--- src/shared/hsil_pkg.sv ---
// shared constants and types for the haptic status and event latch block
package hsil_pkg;
    // register offsets
    localparam logic [7:0] OFS_SOFT_RESET = 8'h00;
    localparam logic [7:0] OFS_LIVE_STATUS = 8'h01;
    localparam logic [7:0] OFS_LATCHED = 8'h02;
    localparam logic [7:0] OFS_PIN_MASKS = 8'h03;
    localparam logic [7:0] OFS_SYSTEM_CONTROL_TWO = 8'h44;
    localparam logic [7:0] OFS_SYSTEM_CONTROL_SEVEN = 8'h49;
    localparam logic [7:0] OFS_PWM1 = 8'h4C;
    localparam logic [7:0] OFS_PWM2 = 8'h4D;
    localparam logic [7:0] OFS_PWM3 = 8'h4E;
    localparam logic [7:0] OFS_PWM4 = 8'h4F;
    localparam logic [7:0] OFS_DET1 = 8'h51;
    localparam logic [7:0] OFS_DET2 = 8'h52;
    localparam logic [7:0] OFS_LOAD_RESISTANCE_RESULT = 8'h53;
    localparam logic [7:0] OFS_BATTERY_VOLTAGE_RESULT = 8'h55;
    localparam logic [7:0] OFS_DET_LOW = 8'h57;
    localparam logic [7:0] OFS_TRIM = 8'h5A;
    localparam logic [7:0] OFS_PART_ID = 8'h64;
    localparam logic [7:0] OFS_ANA8 = 8'h77;
    // soft reset key
    localparam logic [7:0] SOFT_RESET_KEY = 8'hAA;
    // number of event sources and their reset values
    localparam int NUM_EVENTS = 6;
    localparam logic [5:0] LATCH_RST = 6'h10;
    localparam logic [5:0] MASK_RST = 6'h3F;
    // configuration reset values
    localparam logic [7:0] RST_SYSTEM_CONTROL_TWO = 8'h28;
    localparam logic [7:0] RST_SYSTEM_CONTROL_SEVEN = 8'h14;
    localparam logic [7:0] RST_PWM1 = 8'hA0;
    localparam logic [7:0] RST_PWM2 = 8'h28;
    localparam logic [7:0] RST_PWM3 = 8'hBF;
    localparam logic [7:0] RST_PWM4 = 8'h32;
    localparam logic [7:0] RST_DET1 = 8'h02;
    localparam logic [7:0] RST_DET2 = 8'h00;
    localparam logic [7:0] RST_TRIM = 8'h00;
    localparam logic [7:0] RST_ANA8 = 8'h00;
    localparam logic [7:0] ZERO_BYTE = 8'h00;
    localparam logic [1:0] ZERO_PAD = 2'h0;
    // part identification, arbitrary neutral value
    localparam logic [7:0] PART_ID_DEFAULT = 8'h5C;

    // live condition flags, bit order 5..0 as in the status register
    typedef struct packed {
        logic undervoltage_live;
        logic fifo_nearly_empty_live;
        logic fifo_nearly_full_live;
        logic overcurrent_live;
        logic overtemp_live;
        logic playback_finished_live;
    } hsil_cond_t;

    // register access request
    typedef struct packed {
        logic wr;
        logic rd;
        logic [7:0] addr;
        logic [7:0] wdata;
    } hsil_req_t;

    // measurement results fed from the analog side
    typedef struct packed {
        logic [7:0] load_res;
        logic [7:0] vbat;
        logic [7:0] low_bits;
    } hsil_meas_t;

    // configuration register set
    typedef struct packed {
        logic [7:0] system_control_two;
        logic [7:0] system_control_seven;
        logic [7:0] pwm1;
        logic [7:0] pwm2;
        logic [7:0] pwm3;
        logic [7:0] pwm4;
        logic [7:0] det1;
        logic [7:0] det2;
        logic [7:0] trim;
        logic [7:0] ana8;
    } hsil_cfg_t;

    // whole block state
    typedef struct packed {
        hsil_cond_t live_s1;
        hsil_cond_t live_s2;
        logic [5:0] latch;
        logic [5:0] mask;
        hsil_cfg_t cfg;
        logic [7:0] rdata;
        logic rvalid;
        logic pin_oe;
    } hsil_state_t;
endpackage

--- src/rtl/hsil_status_irq.sv ---
// status, latched event flags, pin masks and configuration registers
`timescale 1ns/1ps
//////////////////////////////////////////////////////////////////////////////
// Summary of operation
// - writing 0xAA restores configuration defaults
// - status bit 5 shows live undervoltage
// - status bit 4 shows fifo nearly empty
// - status bit 2 shows live overcurrent
// - status bit 1 shows live overtemperature
// - latch bit 5 catches undervoltage since read
// - latch bit 4 catches nearly empty, resets one
// - latch bit 3 catches fifo nearly full
// - latch bit 2 catches overcurrent since read
// - latch bit 1 catches overtemperature since read
// - latch bit 0 catches playback finished
// - reading latch register clears all bits whose live flag is low
// - mask bit 5 gates undervoltage onto pin
// - mask bit 4 gates nearly empty onto pin
// - mask bit 3 gates nearly full onto pin
// - mask bits 2..0 gate remaining latches
//////////////////////////////////////////////////////////////////////////////
module hsil_status_irq #(
    parameter logic [7:0] PART_ID = hsil_pkg::PART_ID_DEFAULT
) (
    input wire logic mclk_in,
    input wire logic rst_b_in,
    input wire hsil_pkg::hsil_req_t req_in,
    input wire hsil_pkg::hsil_cond_t cond_in,
    input wire hsil_pkg::hsil_meas_t meas_in,
    output logic [7:0] rdata_out,
    output logic rvalid_out,
    output logic event_request_pin_n_out,
    output logic event_request_pin_n_oe_out,
    output hsil_pkg::hsil_cfg_t cfg_out
);
    import hsil_pkg::*;

    hsil_state_t state_q;
    hsil_state_t state_d;
    hsil_cfg_t cfg_rst;
    logic [5:0] live_vec;
    logic [5:0] pending;

    //////////////////////////////////////////////////////////////////////////
    // reset images and helper views
    always_comb begin
        cfg_rst = '{system_control_two: RST_SYSTEM_CONTROL_TWO, system_control_seven: RST_SYSTEM_CONTROL_SEVEN,
                    pwm1: RST_PWM1, pwm2: RST_PWM2, pwm3: RST_PWM3,
                    pwm4: RST_PWM4, det1: RST_DET1, det2: RST_DET2,
                    trim: RST_TRIM, ana8: RST_ANA8};
        live_vec = state_q.live_s2;
        pending = state_q.latch & ~state_q.mask;
    end

    //////////////////////////////////////////////////////////////////////////
    // next state
    always_comb begin
        state_d = state_q;
        state_d.rvalid = 1'b0;
        // two-stage synchroniser on the live condition pins
        state_d.live_s1 = cond_in;
        state_d.live_s2 = state_q.live_s1;
        // read clears, but a live event in the same cycle wins
        if (req_in.rd && req_in.addr == OFS_LATCHED) begin
            state_d.latch = live_vec;
        end else begin
            state_d.latch = state_q.latch | live_vec;
        end
        // register writes; reserved bits of the mask stay zero
        if (req_in.wr) begin
            if (req_in.addr == OFS_SOFT_RESET) begin
                if (req_in.wdata == SOFT_RESET_KEY) begin
                    state_d.cfg = cfg_rst;
                    state_d.mask = MASK_RST;
                end
            end else if (req_in.addr == OFS_PIN_MASKS) begin
                state_d.mask = req_in.wdata[5:0];
            end else if (req_in.addr == OFS_SYSTEM_CONTROL_TWO) begin
                state_d.cfg.system_control_two = req_in.wdata;
            end else if (req_in.addr == OFS_SYSTEM_CONTROL_SEVEN) begin
                state_d.cfg.system_control_seven = req_in.wdata;
            end else if (req_in.addr == OFS_PWM1) begin
                state_d.cfg.pwm1 = req_in.wdata;
            end else if (req_in.addr == OFS_PWM2) begin
                state_d.cfg.pwm2 = req_in.wdata;
            end else if (req_in.addr == OFS_PWM3) begin
                state_d.cfg.pwm3 = req_in.wdata;
            end else if (req_in.addr == OFS_PWM4) begin
                state_d.cfg.pwm4 = req_in.wdata;
            end else if (req_in.addr == OFS_DET1) begin
                state_d.cfg.det1 = req_in.wdata;
            end else if (req_in.addr == OFS_DET2) begin
                state_d.cfg.det2 = req_in.wdata;
            end else if (req_in.addr == OFS_TRIM) begin
                state_d.cfg.trim = req_in.wdata;
            end else if (req_in.addr == OFS_ANA8) begin
                state_d.cfg.ana8 = req_in.wdata;
            end
        end
        // read data path; unmapped and write-only addresses read zero
        if (req_in.rd) begin
            state_d.rvalid = 1'b1;
            if (req_in.addr == OFS_LIVE_STATUS) begin
                state_d.rdata = {ZERO_PAD, live_vec};
            end else if (req_in.addr == OFS_LATCHED) begin
                state_d.rdata = {ZERO_PAD, state_q.latch};
            end else if (req_in.addr == OFS_PIN_MASKS) begin
                state_d.rdata = {ZERO_PAD, state_q.mask};
            end else if (req_in.addr == OFS_SYSTEM_CONTROL_TWO) begin
                state_d.rdata = state_q.cfg.system_control_two;
            end else if (req_in.addr == OFS_SYSTEM_CONTROL_SEVEN) begin
                state_d.rdata = state_q.cfg.system_control_seven;
            end else if (req_in.addr == OFS_PWM1) begin
                state_d.rdata = state_q.cfg.pwm1;
            end else if (req_in.addr == OFS_PWM2) begin
                state_d.rdata = state_q.cfg.pwm2;
            end else if (req_in.addr == OFS_PWM3) begin
                state_d.rdata = state_q.cfg.pwm3;
            end else if (req_in.addr == OFS_PWM4) begin
                state_d.rdata = state_q.cfg.pwm4;
            end else if (req_in.addr == OFS_DET1) begin
                state_d.rdata = state_q.cfg.det1;
            end else if (req_in.addr == OFS_DET2) begin
                state_d.rdata = state_q.cfg.det2;
            end else if (req_in.addr == OFS_LOAD_RESISTANCE_RESULT) begin
                state_d.rdata = meas_in.load_res;
            end else if (req_in.addr == OFS_BATTERY_VOLTAGE_RESULT) begin
                state_d.rdata = meas_in.vbat;
            end else if (req_in.addr == OFS_DET_LOW) begin
                state_d.rdata = meas_in.low_bits;
            end else if (req_in.addr == OFS_TRIM) begin
                state_d.rdata = state_q.cfg.trim;
            end else if (req_in.addr == OFS_PART_ID) begin
                state_d.rdata = PART_ID;
            end else if (req_in.addr == OFS_ANA8) begin
                state_d.rdata = state_q.cfg.ana8;
            end else begin
                state_d.rdata = ZERO_BYTE;
            end
        end
        // pull the pin low while any unmasked latch is set
        state_d.pin_oe = |(state_d.latch & ~state_d.mask);
    end

    //////////////////////////////////////////////////////////////////////////
    // state register
    always_ff @(posedge mclk_in) begin
        if (!rst_b_in) begin
            // status view starts with nearly empty set, as the latch does
            state_q.live_s1 <= hsil_cond_t'(LATCH_RST);
            state_q.live_s2 <= hsil_cond_t'(LATCH_RST);
            state_q.latch <= LATCH_RST;
            state_q.mask <= MASK_RST;
            state_q.cfg <= '{system_control_two: RST_SYSTEM_CONTROL_TWO, system_control_seven: RST_SYSTEM_CONTROL_SEVEN,
                             pwm1: RST_PWM1, pwm2: RST_PWM2, pwm3: RST_PWM3,
                             pwm4: RST_PWM4, det1: RST_DET1,
                             det2: RST_DET2, trim: RST_TRIM,
                             ana8: RST_ANA8};
            state_q.rdata <= ZERO_BYTE;
            state_q.rvalid <= 1'b0;
            state_q.pin_oe <= 1'b0;
        end else begin
            state_q <= state_d;
        end
    end

    //////////////////////////////////////////////////////////////////////////
    // outputs straight from flip-flops; the pin only ever drives low
    always_comb begin
        rdata_out = state_q.rdata;
        rvalid_out = state_q.rvalid;
        event_request_pin_n_out = 1'b0;
        event_request_pin_n_oe_out = state_q.pin_oe;
        cfg_out = state_q.cfg;
    end

    //////////////////////////////////////////////////////////////////////////
    // checks
    a_latch_catches: assert property (@(posedge mclk_in)
        disable iff (!rst_b_in)
        state_q.live_s2.undervoltage_live |=> state_q.latch[5])
        else $error("undervoltage event not latched");
    a_read_clears: assert property (@(posedge mclk_in)
        disable iff (!rst_b_in)
        (req_in.rd && req_in.addr == OFS_LATCHED && !req_in.wr)
        |=> (state_q.latch == $past(live_vec)))
        else $error("latch read did not clear");
    a_set_beats_clear: assert property (@(posedge mclk_in)
        disable iff (!rst_b_in)
        (req_in.rd && req_in.addr == OFS_LATCHED && live_vec[2])
        |=> state_q.latch[2])
        else $error("event lost on clearing read");
    a_pin_follows: assert property (@(posedge mclk_in)
        disable iff (!rst_b_in)
        event_request_pin_n_oe_out == |pending)
        else $error("pin enable mismatch");
    a_status_read: assert property (@(posedge mclk_in)
        disable iff (!rst_b_in)
        (req_in.rd && req_in.addr == OFS_LIVE_STATUS)
        |=> rvalid_out && rdata_out == {ZERO_PAD, $past(live_vec)})
        else $error("status read wrong");
    a_soft_reset: assert property (@(posedge mclk_in)
        disable iff (!rst_b_in)
        (req_in.wr && req_in.addr == OFS_SOFT_RESET
         && req_in.wdata == SOFT_RESET_KEY)
        |=> cfg_out == cfg_rst && state_q.mask == MASK_RST)
        else $error("soft reset did not restore defaults");
    a_mask_write: assert property (@(posedge mclk_in)
        disable iff (!rst_b_in)
        (req_in.wr && req_in.addr == OFS_PIN_MASKS)
        |=> state_q.mask == $past(req_in.wdata[5:0]))
        else $error("mask write lost");
    a_part_id: assert property (@(posedge mclk_in)
        disable iff (!rst_b_in)
        (req_in.rd && req_in.addr == OFS_PART_ID)
        |=> rdata_out == PART_ID)
        else $error("part id wrong");
    a_live_to_status: assert property (@(posedge mclk_in)
        disable iff (!rst_b_in)
        cond_in.overcurrent_live ##1 cond_in.overcurrent_live
        |=> live_vec[2])
        else $error("overcurrent status not shown");

    // each remaining source lands in its own latch bit
    a_empty_catches: assert property (@(posedge mclk_in)
        disable iff (!rst_b_in)
        state_q.live_s2.fifo_nearly_empty_live |=> state_q.latch[4])
        else $error("nearly empty event not latched");

    a_full_catches: assert property (@(posedge mclk_in)
        disable iff (!rst_b_in)
        state_q.live_s2.fifo_nearly_full_live |=> state_q.latch[3])
        else $error("nearly full event not latched");

    a_overcur_catches: assert property (@(posedge mclk_in)
        disable iff (!rst_b_in)
        state_q.live_s2.overcurrent_live |=> state_q.latch[2])
        else $error("overcurrent event not latched");

    a_overtemp_catches: assert property (@(posedge mclk_in)
        disable iff (!rst_b_in)
        state_q.live_s2.overtemp_live |=> state_q.latch[1])
        else $error("overtemperature event not latched");

    a_done_catches: assert property (@(posedge mclk_in)
        disable iff (!rst_b_in)
        state_q.live_s2.playback_finished_live |=> state_q.latch[0])
        else $error("playback finished event not latched");

    // a pin level held two cycles shows in the status view
    a_uv_status: assert property (@(posedge mclk_in)
        disable iff (!rst_b_in)
        cond_in.undervoltage_live ##1 cond_in.undervoltage_live
        |=> live_vec[5])
        else $error("undervoltage status not shown");

    a_empty_status: assert property (@(posedge mclk_in)
        disable iff (!rst_b_in)
        cond_in.fifo_nearly_empty_live ##1 cond_in.fifo_nearly_empty_live
        |=> live_vec[4])
        else $error("nearly empty status not shown");

    a_overtemp_status: assert property (@(posedge mclk_in)
        disable iff (!rst_b_in)
        cond_in.overtemp_live ##1 cond_in.overtemp_live
        |=> live_vec[1])
        else $error("overtemperature status not shown");

    // an unmasked latch always pulls the pin
    a_mask_uv: assert property (@(posedge mclk_in)
        disable iff (!rst_b_in)
        state_q.latch[5] && !state_q.mask[5] |-> event_request_pin_n_oe_out)
        else $error("unmasked undervoltage left pin released");

    a_mask_empty: assert property (@(posedge mclk_in)
        disable iff (!rst_b_in)
        state_q.latch[4] && !state_q.mask[4] |-> event_request_pin_n_oe_out)
        else $error("unmasked nearly empty left pin released");

    a_mask_full: assert property (@(posedge mclk_in)
        disable iff (!rst_b_in)
        state_q.latch[3] && !state_q.mask[3] |-> event_request_pin_n_oe_out)
        else $error("unmasked nearly full left pin released");

    a_mask_rest: assert property (@(posedge mclk_in)
        disable iff (!rst_b_in)
        |(state_q.latch[2:0] & ~state_q.mask[2:0])
        |-> event_request_pin_n_oe_out)
        else $error("unmasked fault or done left pin released");

    // the pad only ever sinks; released means high impedance
    a_pin_drive: assert property (@(posedge mclk_in)
        disable iff (!rst_b_in)
        event_request_pin_n_oe_out |-> !event_request_pin_n_out)
        else $error("pin driven high");

    // reset image of the whole register set
    a_reset_image: assert property (@(posedge mclk_in)
        !rst_b_in |=> state_q.latch == LATCH_RST
        && state_q.mask == MASK_RST && state_q.live_s2 == LATCH_RST
        && cfg_out == cfg_rst && !event_request_pin_n_oe_out)
        else $error("reset values wrong");

    // a soft reset write with any other value changes nothing
    a_wrong_key: assert property (@(posedge mclk_in)
        disable iff (!rst_b_in)
        (req_in.wr && req_in.addr == OFS_SOFT_RESET
         && req_in.wdata != SOFT_RESET_KEY)
        |=> $stable(cfg_out) && $stable(state_q.mask))
        else $error("soft reset took a wrong key");

    // the identification byte is read-only
    a_part_id_ro: assert property (@(posedge mclk_in)
        disable iff (!rst_b_in)
        (req_in.wr && req_in.addr == OFS_PART_ID)
        |=> $stable(cfg_out) && $stable(state_q.mask))
        else $error("write to part id changed a register");

    // read data of the latch and mask registers
    a_latch_readback: assert property (@(posedge mclk_in)
        disable iff (!rst_b_in)
        (req_in.rd && req_in.addr == OFS_LATCHED)
        |=> rdata_out == {ZERO_PAD, $past(state_q.latch)})
        else $error("latch read data wrong");

    a_mask_readback: assert property (@(posedge mclk_in)
        disable iff (!rst_b_in)
        (req_in.rd && req_in.addr == OFS_PIN_MASKS)
        |=> rdata_out == {ZERO_PAD, $past(state_q.mask)})
        else $error("mask read data wrong");

    // a live flag during the clearing read keeps its latch bit
    a_keep_uv: assert property (@(posedge mclk_in)
        disable iff (!rst_b_in)
        (req_in.rd && req_in.addr == OFS_LATCHED && live_vec[5])
        |=> state_q.latch[5])
        else $error("undervoltage lost on clearing read");

    a_keep_empty: assert property (@(posedge mclk_in)
        disable iff (!rst_b_in)
        (req_in.rd && req_in.addr == OFS_LATCHED && live_vec[4])
        |=> state_q.latch[4])
        else $error("nearly empty lost on clearing read");

    a_keep_full: assert property (@(posedge mclk_in)
        disable iff (!rst_b_in)
        (req_in.rd && req_in.addr == OFS_LATCHED && live_vec[3])
        |=> state_q.latch[3])
        else $error("nearly full lost on clearing read");

    a_keep_overtemp: assert property (@(posedge mclk_in)
        disable iff (!rst_b_in)
        (req_in.rd && req_in.addr == OFS_LATCHED && live_vec[1])
        |=> state_q.latch[1])
        else $error("overtemperature lost on clearing read");

    a_keep_done: assert property (@(posedge mclk_in)
        disable iff (!rst_b_in)
        (req_in.rd && req_in.addr == OFS_LATCHED && live_vec[0])
        |=> state_q.latch[0])
        else $error("playback finished lost on clearing read");

    // covers of the main scenarios
    c_pin_asserted: cover property (@(posedge mclk_in)
        disable iff (!rst_b_in) $rose(event_request_pin_n_oe_out));
    c_clear_read: cover property (@(posedge mclk_in)
        disable iff (!rst_b_in)
        req_in.rd && req_in.addr == OFS_LATCHED && |state_q.latch);
    c_soft_reset: cover property (@(posedge mclk_in)
        disable iff (!rst_b_in)
        req_in.wr && req_in.addr == OFS_SOFT_RESET
        && req_in.wdata == SOFT_RESET_KEY);

    // covers: an event held over its clearing read, a masked pending latch
    c_event_kept: cover property (@(posedge mclk_in)
        disable iff (!rst_b_in)
        req_in.rd && req_in.addr == OFS_LATCHED && |live_vec);
    c_masked_pending: cover property (@(posedge mclk_in)
        disable iff (!rst_b_in)
        |(state_q.latch & state_q.mask) && !event_request_pin_n_oe_out);
endmodule

--- config.mk ---
export PLATFORM = sky130hd
export DESIGN_NAME = hsil_status_irq
export DESIGN_NICKNAME = d
export VERILOG_FILES = /design/src/shared/hsil_pkg.sv /design/src/rtl/hsil_status_irq.sv
export SDC_FILE = /design/constraint.sdc
export NUM_CORES = 1
export LEC_CHECK = 0
export BUFFER_PORTS_ARGS = -buffer_cell sky130_fd_sc_hd__buf_2
export CAP_MARGIN = 15
export CORE_AREA = 8 8 120 122
export DETAILED_ROUTE_END_ITERATION = 7
export DIE_AREA = 0 0 128 130
export HOLD_SLACK_MARGIN = 0.1
export PLACE_DENSITY = 0.83
export RECOVER_POWER = 100
export SYNTH_ARGS = -nofsm -noshare
export SYNTH_HDL_FRONTEND = slang
export SYNTH_SLANG_ARGS = --single-unit
--- constraint.sdc ---
create_clock -name mclk_in -period 3 [get_ports mclk_in]
set_input_delay 0.6 -clock mclk_in [delete_from_list [all_inputs] [get_ports mclk_in]]
set_output_delay 0.6 -clock mclk_in [all_outputs]
set_load 0.005 [all_outputs]
---- Word-level counts from Yosys, hierarchy flattened ----
Index checks and enable logic that the tools add are counted.
word-level totals
  word-level logic and storage cells ...... 125
  input port bits ......................... 50
  register bits ........................... 114
  output and inout port bits .............. 91
cells by class
  bitwise logic cells ..................... 3
  equality and inequality tests ........... 29
  muxes and demuxes ....................... 43
  reductions and logical operators ........ 23
operators by type and width
  kind                                           count
  two-way mux 86 bit                             3
  two-way mux 8 bit                              28
  == test 8 x 7 -> 1 bit, second input constant  14
  two-way mux 80 bit                             1
  two-way mux 72 bit                             1
  two-way mux 64 bit                             1
  two-way mux 56 bit                             1
  two-way mux 48 bit                             1
  two-way mux 40 bit                             1
  two-way mux 32 bit                             1
  two-way mux 24 bit                             1
  inequality test 2 bit, second input constant   10
  nonzero test 2 bit                             10
  == test 8 x 2 -> 1 bit, second input constant  2
  two-way mux 16 bit                             1
  AND reduction 13 bit                           1
  two-way mux 6 bit                              2
  AND reduction 12 bit                           1
  AND reduction 11 bit                           1
  AND reduction 10 bit                           1
  AND reduction 9 bit                            1
  == test 8 x 1 -> 1 bit, second input constant  1
  == test 8 bit, second input constant           1
  zero test 8 bit                                1
  12 further kinds                               12

---- Depth between registers and ports, before layout ----
Gate-level depths: netlist of run 1.
  depth in word-level cells ............... 18
  mapped depth ............................ 9
  gate-level depth less buffers ........... 6

---- Least setup slack after synthesis of run 1 ----
No wires, ideal clock.
  path type ............................... input port to flip-flop
  start point ............................. input port req_in[13] (netlist bit)
  end point ............................... register state_q (netlist bit event_request_pin_n_oe_out)
  library setup time ...................... 0.120 ns
  buffers on the path ..................... 1
  stages .................................. 7
  arrival time ............................ 2.335 ns
  data required time ...................... 2.880 ns
  setup slack ............................. 0.545 ns
  path through ............................ buf_2 or4_4 nor2_4 nand3_1 a21o_1 a22o_1 o31a_1
between the ends
  longest elaborated chain between the ends .. 7
  elaborated cells between the ends (all ways) .. 11
  classes of those cells .................. 2 x eq/ne; 4 x mux; 2 x bitwise; 3 x reduce/logical
ends and longest elaborated chain
  what                    RTL line                RTL
  start, declared         hsil_status_irq.sv:27   input wire hsil_pkg::hsil_req_t req_in,
  == test 8 x 2 -> 1 bit  hsil_status_irq.sv:76   end else if (req_in.addr == OFS_PIN_MASKS) begin
  two-way mux 6 bit       hsil_status_irq.sv:76
  two-way mux 86 bit      hsil_status_irq.sv:71   if (req_in.addr == OFS_SOFT_RESET) begin
  two-way mux 86 bit      hsil_status_irq.sv:70   if (req_in.wr) begin
  NOT 6 bit               hsil_status_irq.sv:142  state_d.pin_oe = |(state_d.latch & ~state_d.mask);
  bitwise AND 6 bit (*)   hsil_status_irq.sv:142
  OR reduction 6 bit (*)  hsil_status_irq.sv:142
  end signal, assigned    hsil_status_irq.sv:163  state_q <= state_d;
  end, declared           hsil_status_irq.sv:38   hsil_state_t state_q;
Mark *: on every way between the ends. The rest lies on a longest branch, timed or not.
A chain may end at the register's enable or synchronous reset.

---- Worst setup path in the final report of run 1 ----
  start point ............................. input port req_in[2] (netlist bit)
  end point ............................... register state_q (netlist bit cfg_out[4])
between the ends
  longest elaborated chain between the ends .. 3
ends and longest elaborated chain
  what                                      RTL line               RTL
  == test 8 bit                             hsil_status_irq.sv:72  if (req_in.wdata == SOFT_RESET_KEY) begin
  inequality test 2 x 1 -> 1 bit (no line)  -
  AND reduction 13 bit (no line)            -
No other way between the ends.

==> results of run 1 <==
==> cells in the final DEF, fill, tap and decap left out, types with 4 or more instances in the layout <==
master / synthesis / layout
dfxtp_1: 114 / 114
o22ai_1: 6 / 6
clkbuf_16: 0 / 17
buf_2: 5 / 68
nor4_1: 4 / 4
mux2_2: 4 / 4
buf_1: 6 / 4
and2_0: 1 / 8
a22oi_1: 6 / 6
nor2_1: 28 / 29
o21ai_0: 33 / 33
buf_4: 92 / 34
nand4_1: 11 / 11
o2111ai_1: 4 / 4
o211ai_1: 8 / 8
nand2b_1: 12 / 12
inv_1: 10 / 10
nand3_1: 12 / 12
bufinv_16: 0 / 5
nor2b_1: 73 / 73
o221ai_1: 8 / 8
mux2i_1: 86 / 86
a21oi_1: 25 / 25
and2_1: 24 / 17
a21o_1: 5 / 5
nand2_1: 54 / 55
nor3_1: 4 / 4
clkbuf_1: 32 / 70
o31ai_1: 8 / 8
==> through the flow <==
step	setup slack [ns]	instance area, um^2	total power, uW	cells
finish	0.2823	7654	4080	1012
global route	0.1309	7654	4195	1012
CTS	0.4206	7771	4089	1012
detailed placement	0.01145	7129	1896	981
global placement	0.08115	7129	1893	981
floorplan	0.5448	6777	1764	767
==> per-layer routing <==
metal | routed length (um) | GRT usage [%] | up-vias
met5 | 0 | 0 | -
met4 | 976 | 14.90 | 0
met3 | 2292 | 8.242 | 69
met2 | 10330 | 43.62 | 345
met1 | 9448 | 33.54 | 2929
li1 | - | - | 2762
==> sequential cells by signal, indices dropped and copies added (netlist names) <==
name	count
live_vec	6
state_q	12
cfg_out	80
state_d	6
rvalid_out	1
event_request_pin_n_oe_out	1
rdata_out	8
==> power groups by stage <==
stage	combinational, uW	clock (uW)	sequential, uW
2_1_floorplan	195	0	1570
3_3_place_gp	321	0	1570
3_5_place_dp	323	0	1570
4_1_cts	326	2220	1540
5_1_grt	350	2300	1540
6_report	333	2210	1540
==> critical path: stages <==
cell and delay, ns:
clkbuf_1 0.10, nor4bb_1 0.49, nand2_1 0.27, a2111oi_4 0.69, a21boi_0 0.24, clkbuf_2 0.31
mux2i_1 0.24, nor2b_1 0.07
==> cell type report <==
type	instances	area [um^2]	share of cell area (%)
inverters	11	41.29	0.5395
clock inverters	10	181.4	2.370
repair buffers	178	900.9	11.77
clock buffers	21	460.4	6.016
flip-flops and latches	114	2282	29.82
well taps	172	215.2	2.812
multi-input cells	506	3572	46.67
==> logic make-up after synthesis <==
group                  after synthesis  synth area share (%)
other                                1               0.05534
buffers and inverters              147                 13.44
AO/OA/AOI/OAI                      156                 17.08
flip-flops                         114                 33.68
AND/OR/NAND/NOR                    258                 22.05
multiplexers                        91                 13.70
==> final timing paths <==
check,slack [ns],start,to
setup reg to reg,1.16,cfg_out[67],rdata_out[3]
hold / removal,0.36,cond_in[4],state_d[106]
setup / recovery,0.28,req_in[2],cfg_out[4]
hold reg to reg,0.43,state_d[106],live_vec[4]
==> metrics, run 1 <==
Std-Cell Rows=slightly above 40; Arrival @ worst endpoint=3.02 ns; FF+latch count, synth=114; GR Overflow Total=0; CTS Buf Count=17; Post-CTS Hold Buffers=0; nets@finish=approximately 880; CTS H-tree depth=4; Hold Path Stages=2; worst rel slew slack=-14.20%; die area=16640 um^2; Ports=141; initial antenna violation count=0; Die Y-Extent=130 um; critical path class=in2reg; Hold WC Path Type=in2reg; antenna cells=0; RSZ-0062 raised after global routing=no; sw frac=22.47%; latest clock arrival within the worst-skew pair=0.42 ns; Final setup viols=0; first-pass GRT wire length=35130 um; failing checks=max-capacitance violations, max-slew violations; Netlist cell types=between 80 and 90; final core utilization=between 60% and 70%; Power Dens Cells=between 500 and 600 nW/um^2; Fin Clk Skew=between 0.009 and 0.01 ns; Max Slew Vio Count=48; Worst Tran Pin Value=1.713 ns; Internal=3163 uW; Req. time, crit path=3.30 ns; GPL Wtd Cong=around 1.0; Via density=roughly 6; overall global routing resource usage=27.70%; Post-DP HPWL=17110 um; post-synth top area share=33.68%; First-pass DRT Iterations=6; Worst-path clk slew=approximately 0.05 ns; drt initial violations=about 800; Achievable Freq=0.3680 GHz; I/O Buffers=roughly 140; clk sinks=114; crit share post-route=about nine tenths; Initial Util=roughly 55%; Syn Area/Cell=8.835 um^2; most numerous cell in the Yosys netlist=dfxtp_1; fillers=1129; Reg2Reg Depth=5; core area=12410 um^2; Detail Route Antenna Nets=0; Hold Slack=0.3646 ns; Switching Power=916.8 uW; layout cell share with drive strength beyond 1=19.64%; Clock power frac=54.1%; vias in the first global route=6207; Post-Route Setup TNS=0 ns; Critical Path Sink Type=flop; CTS max path bufs=2; Die W=128 um; Max FO, Critical Path=8; CTS root buf=clkbuf_16; largest net degree at the start of global routing=66; Async SR Flop Fraction=0%; Area Overhead vs Synth=12.94%; Peak VDD IR=320.8 uV; Post-synth top cells=dfxtp_1 (114), buf_4 (92), mux2i_1 (86); sequential area share after synthesis=33.68%; Mapped Area=6776 um^2; main flop type after synthesis=dfxtp_1; Routed WL=23050 um; DR vias=about 6100; setup bufs post-CTS=0; post-DR wirelength/cell=22.78 um; Net Count, Synth=just over 800; status=complete, but fails checks; Synth area leaders=dfxtp_1 (34%), mux2i_1 (13%), buf_4 (10%), nor2b_1 (6.7%), nand2_1 (3.0%); post-cts sizing count=0; Yosys Warn Count=0; critical path startpoint category=input port; Lkg Pwr=between 0.003 and 0.004 uW; Post-synth EDFFs=0; Final Hold Violating Endpoints=0; Max Cap Viol=1; Logic pwr share=slightly above 8%; # DRC=0; Tmin final=2.718 ns; CTS tree=yes; Gate Count Post-Synth=about 770; area leader, netlist=dfxtp_1; sequential share of power=37.8%
No activity file was read; power rests on OpenSTA's default activity.
==> run 2, diff against run 1 <==
- ABC_AREA: not set -> 1
- CORE_AREA: 8 8 120 122 -> 8 8 115 117
- DIE_AREA: 0 0 128 130 -> 0 0 123 125
- PLACE_DENSITY: 0.83 -> 0.82
==> metrics, run 2 <==
CTS tree=yes; Via density=between 5 and 6; Die Y-Extent=125 um; Area Overhead vs Synth=10.60%; Ports=141; Worst Tran Pin Value=0.9946 ns; Std-Cell Rows=40; Hold WC Path Type=in2reg; crit-path leading delay family=simple AND/OR/NAND/NOR gates; CTS root buf=clkbuf_16; main flop type after synthesis=dfxtp_1; status=finished clean; Gate Count Post-Synth=between 800 and 900; critical path startpoint category=input port; FF+latch count, synth=114; Post-synth top cells=nand2_1 (170), dfxtp_1 (114), inv_1 (98); Hold Slack=roughly 0.36 ns; Post-Route Setup TNS=0 ns; sequential area share after synthesis=37.90%; initial antenna violation count=0; CTS max path bufs=2; CTS Buf Count=17; Yosys Warn Count=0; Max Cap Viol=0; latest clock arrival within the worst-skew pair=around 0.42 ns; Power, Total=roughly 3800 uW; post-synth top area share=37.90%; nets@finish=955; post-DR wirelength/cell=17.74 um; most numerous cell in the Yosys netlist=nand2_1; Synth area leaders=dfxtp_1 (38%), buf_4 (12%), nand2_1 (11%), a21oi_1 (6.9%), inv_1 (6.1%); GR Overflow Total=0; critical path class=in2reg; RSZ-0062 raised after global routing=no; crit-path cells=buf_2, inv_1, nor2_1, nand2_1, inv_1, nand2_4, inv_2, nor3_1, nand2_1, nor2_8, inv_4, a21oi_4, inv_1, nand2_1, o211ai_1; Net Count, Synth=900; CTS H-tree depth=4; vias in the first global route=about 5500; I/O Buffers=139; Critical Path Sink Type=flop; post-cts sizing count=0; Fin Clk Skew=0.008348 ns; Post-CTS Hold Buffers=0; clk sinks=~110; Die W=123 um; Tmin final=between 2 and 3 ns; die area=15380 um^2; area leader, netlist=dfxtp_1; Mapped Area=6022 um^2; antenna cells=0; DP Area=around 6200 um^2; Syn Area/Cell=roughly 7.1 um^2; largest net degree at the start of global routing=between 70 and 80; Power Dens Cells=roughly 570 nW/um^2; Final WS setup=0.4370 ns; Routed WL=18870 um; post-route cell area=between 6000 and 7000 um^2; layout cell share with drive strength beyond 1=15.81%; Post-DP HPWL=around 14000 um; Netlist cell types=39; Achievable Freq=0.3902 GHz; worst rel slew slack=roughly 34%; Arrival @ worst endpoint=between 2 and 3 ns; crit share post-route=approximately 85%; Setup WS pre-CTS=0.3941 ns; # DRC=0; Peak VDD IR=345.7 uV; core area=11610 um^2; Req. time, crit path=3.27 ns; first-pass GRT wire length=28790 um; Worst-path clk slew=0.05 ns; First-pass DRT Iterations=7; Async SR Flop Fraction=0%; Worst Path Buf+Inv=6; most common cell after layout, fill and taps aside=nand2_1; Post-synth EDFFs=0; Final Hold Violating Endpoints=0; Max FO, Critical Path=14; overall global routing resource usage=about a quarter; Max Slew Vio Count=0; most frequent cells in the layout=nand2_1 (172), dfxtp_1 (114), inv_1 (103); Crit-path slowest cell=nor3_1; DR vias=5866; setup bufs post-CTS=0; Final setup viols=0; max FFs per register=80; GPL Wtd Cong=around 0.98; Lkg Pwr=slightly above 0.003 uW; drt initial violations=a little under 800; Initial Util=51.86%; max incr delay on CP=0.31 ns; Detail Route Antenna Nets=0
==> run 2: cell count changes after synthesis, moves of 10 or more <==
cell / before / now
nand2b_1: 12 / 0
mux2i_1: 86 / 0
o21ai_1: 1 / 16
nand2_1: 54 / 170
a21oi_1: 25 / 83
nand4_1: 11 / 21
nand3_1: 12 / 37
inv_1: 10 / 98
nor2b_1: 73 / 0
o21ai_0: 33 / 52
nor2_1: 28 / 81
clkbuf_1: 32 / 14
and2_1: 24 / 1
==> run 2: cell type report <==
type,instances,area (um^2)
Clock buffer,21,470.5
Clock inverter,10,132.6
Fill cell,1101,4951
Inverter,108,407.9
Multi-Input combinational cell,515,2479
Sequential cell,114,2282
Tap cell,147,183.9
Timing Repair Buffer,149,704.4
==> run 2: kinds of logic after synthesis <==
| group | count (synthesis) | synth area share (%) |
|---|---|---|
| buffers and inverters | 221 | 20.20 |
| other | 1 | 0.06227 |
| flip-flops | 114 | 37.90 |
| AO/OA/AOI/OAI | 182 | 17.60 |
| AND/OR/NAND/NOR | 332 | 24.25 |
==> run 2: worst register-to-register path: stages (launching register included) <==
cell     delay, ns
dfxtp_1       0.32
nand3_1       0.12
nand3_1       0.09
nor2_1        0.10
nand4_1       0.17
nor2_1        0.20
nand4_1       0.09
nor2_1        0.16
nand4_1       0.13
nand2_1       0.08
a21oi_1       0.06
==> run 2: metal layers <==
layer | track usage [%] | vias up | share of wire [%]
li1 | - | 2776 | -
met1 | 29.09 | 2710 | 40
met2 | 38.02 | 324 | 45
met3 | 6.976 | 56 | 11
met4 | 12.62 | 0 | 4.4
met5 | 0 | - | 0
==> run 2: worst paths after layout <==
path	startpoint	end	slack [ns]	cells past startpoint
max	req_in[14]	cfg_out[37]	0.44	15
min	cond_in[3]	state_d[105]	0.36	3
max reg2reg	cfg_out[4]	rdata_out[4]	1.33	10
min reg2reg	state_d[107]	live_vec[5]	0.41	2
==> run 2: metrics by stage <==
stage	instances	util (%)
after global routing	1064	57.36
final	1064	57.36
after global placement	1033	53.23
after CTS	1064	58.43
after detailed placement	1033	53.23
after floorplan	850	-
==> run 2: power breakdown <==
part	total (uW)	leakage, uW	switching, uW	internal (uW)
Sequential	1540	0.000923	10.1	1530
Clock	2050	0.000291	691	1360
Combinational	196	0.00182	135	61.2
Total	3790	0.00304	837	2950
==> run 3, diff against run 2 <==
- CORE_AREA: 8 8 115 117 -> 8 8 103 123
- DIE_AREA: 0 0 123 125 -> 0 0 111 131
- PLACE_DENSITY: 0.82 -> 0.86
- clock period: 3 -> 3.05 ns (I/O delays scaled with it)
==> metrics, run 3 (synthesized netlist as in run 2, its figures left out) <==
overall global routing resource usage=between 20% and 30%; crit-path leading delay family=buffers and inverters; Fin Clk Skew=0.005992 ns; max incr delay on CP=1.04 ns; largest net degree at the start of global routing=62; Final setup viols=0; Hold Path Stages=3; core area=~11000 um^2; critical path class=in2reg; Worst Path Buf+Inv=2; Post-CTS Hold Buffers=0; post-cts sizing count=0; CTS Buf Count=17; Worst-path clk slew=0.06 ns; Req. time, crit path=3.35 ns; setup slack, reg-to-reg=1.39 ns; Critical Path Sink Type=flop; GR Overflow Total=0; vias in the first global route=5753; post-DR wirelength/cell=19.13 um; critical path startpoint category=input port; Hold WC Path Type=in2reg; CTS tree=yes; Max FO, Critical Path=35; placed cells=approximately 1000; most common cell after layout, fill and taps aside=nand2_1; Reg2Reg Depth=10; Die W=111 um; Routed WL=20140 um; Arrival @ worst endpoint=2.94 ns; crit share post-route=86.64%; clk sinks=~110; drt initial violations=between 700 and 800; Hold Slack=0.3696 ns; Tmin final=2.642 ns; Post-Route Setup TNS=0 ns; Max Slew Vio Count=0; Max Cap Viol=0; post-route cell area=6674 um^2; Initial Util=55.90%; Final Non-Filler Cells=between 1000 and 1500; Power Dens Cells=579.3 nW/um^2; Crit-path slowest cell=clkbuf_1; die area=14540 um^2; Detail Route Antenna Nets=0; max FFs per register=80; Peak VDD IR=596.1 uV; routed wl met3=2108 um; antenna cells=0; DRT met1 WL=7274 um; setup bufs post-CTS=0; CTS max path bufs=2; max layer used=met4; layout cell share with drive strength beyond 1=14.22%; initial antenna violation count=0; RSZ-0062 raised after global routing=no; Area Overhead vs Synth=10.82%; Via density=5.642; crit-path cells=clkbuf_1, inv_1, or2_2; Met2 Routed Length=9276 um; Final Hold Violating Endpoints=0; status=finished clean; Die Y-Extent=131 um; worst rel slew slack=2.979%; First-pass DRT Iterations=7; Crit path depth=3; Ports=roughly 140; CTS H-tree depth=4; nets@finish=958; Worst Tran Pin Value=between 1 and 1.5 ns; final core utilization=61.95%; Lkg Pwr=0.002969 uW; GPL Wtd Cong=0.9657; I/O Buffers=roughly 140; Std-Cell Rows=42; # DRC=0; Achievable Freq=0.3784 GHz; latest clock arrival within the worst-skew pair=0.42 ns; DR vias=5941; CTS root buf=clkbuf_16; DP Area=~6200 um^2; first-pass GRT wire length=30820 um; Post-DP HPWL=15230 um; most frequent cells in the layout=nand2_1 (171), dfxtp_1 (114), inv_1 (103)
==> run 3: cell types whose count changed in the layout (fill, tap and decap cells not counted), sizes merged <==
cell,change
clkbuf,+18
bufinv,+1
inv,+2
clkinv,+1
buf,-18
==> run 3: routing by layer <==
layer | track usage [%] | up-vias
met5 | 0 | -
met3 | 7.854 | 108
met1 | 29.44 | 2653
li1 | - | 2777
met2 | 44.70 | 403
met4 | 21.66 | 0
==> run 3: worst paths after layout <==
path / start / to
setup / recovery: rst_b_in / live_vec[4]
hold / removal: cond_in[5] / state_d[107]
setup reg to reg: cfg_out[8] / rdata_out[0]
hold reg to reg: state_d[105] / live_vec[3]
==> run 3: where the power goes <==
group / switching [uW] / leakage [uW] / internal (uW)
clock network: 750 / 0.000303 / 1400
registers: 10.1 / 0.000923 / 1510
logic: 140 / 0.00174 / 61.9
==> run 3: cell type report <==
cell class | count | area, um^2
Multi-Input combinational cell | 515 | 2475
Clock buffer | 18 | 439.2
Sequential cell | 114 | 2282
Tap cell | 132 | 165.2
Timing Repair Buffer | 152 | 700.7
Inverter | 108 | 407.9
Clock inverter | 14 | 203.9
Fill cell | 1036 | 4099
==> run 3: stage by stage <==
step / power (uW) / setup WS (ns)
detailed placement: 1749 / 0.3363
floorplan: 1662 / 0.9684
global route: 3957 / 0.3017
finish: 3866 / 0.4075
global placement: 1746 / 0.3551
CTS: 3881 / 0.7476
==> run 3: tightest hold or removal path: stages <==
cell and delay (ns):
buf_2 0.07, nand2_1 0.04, inv_1 0.04
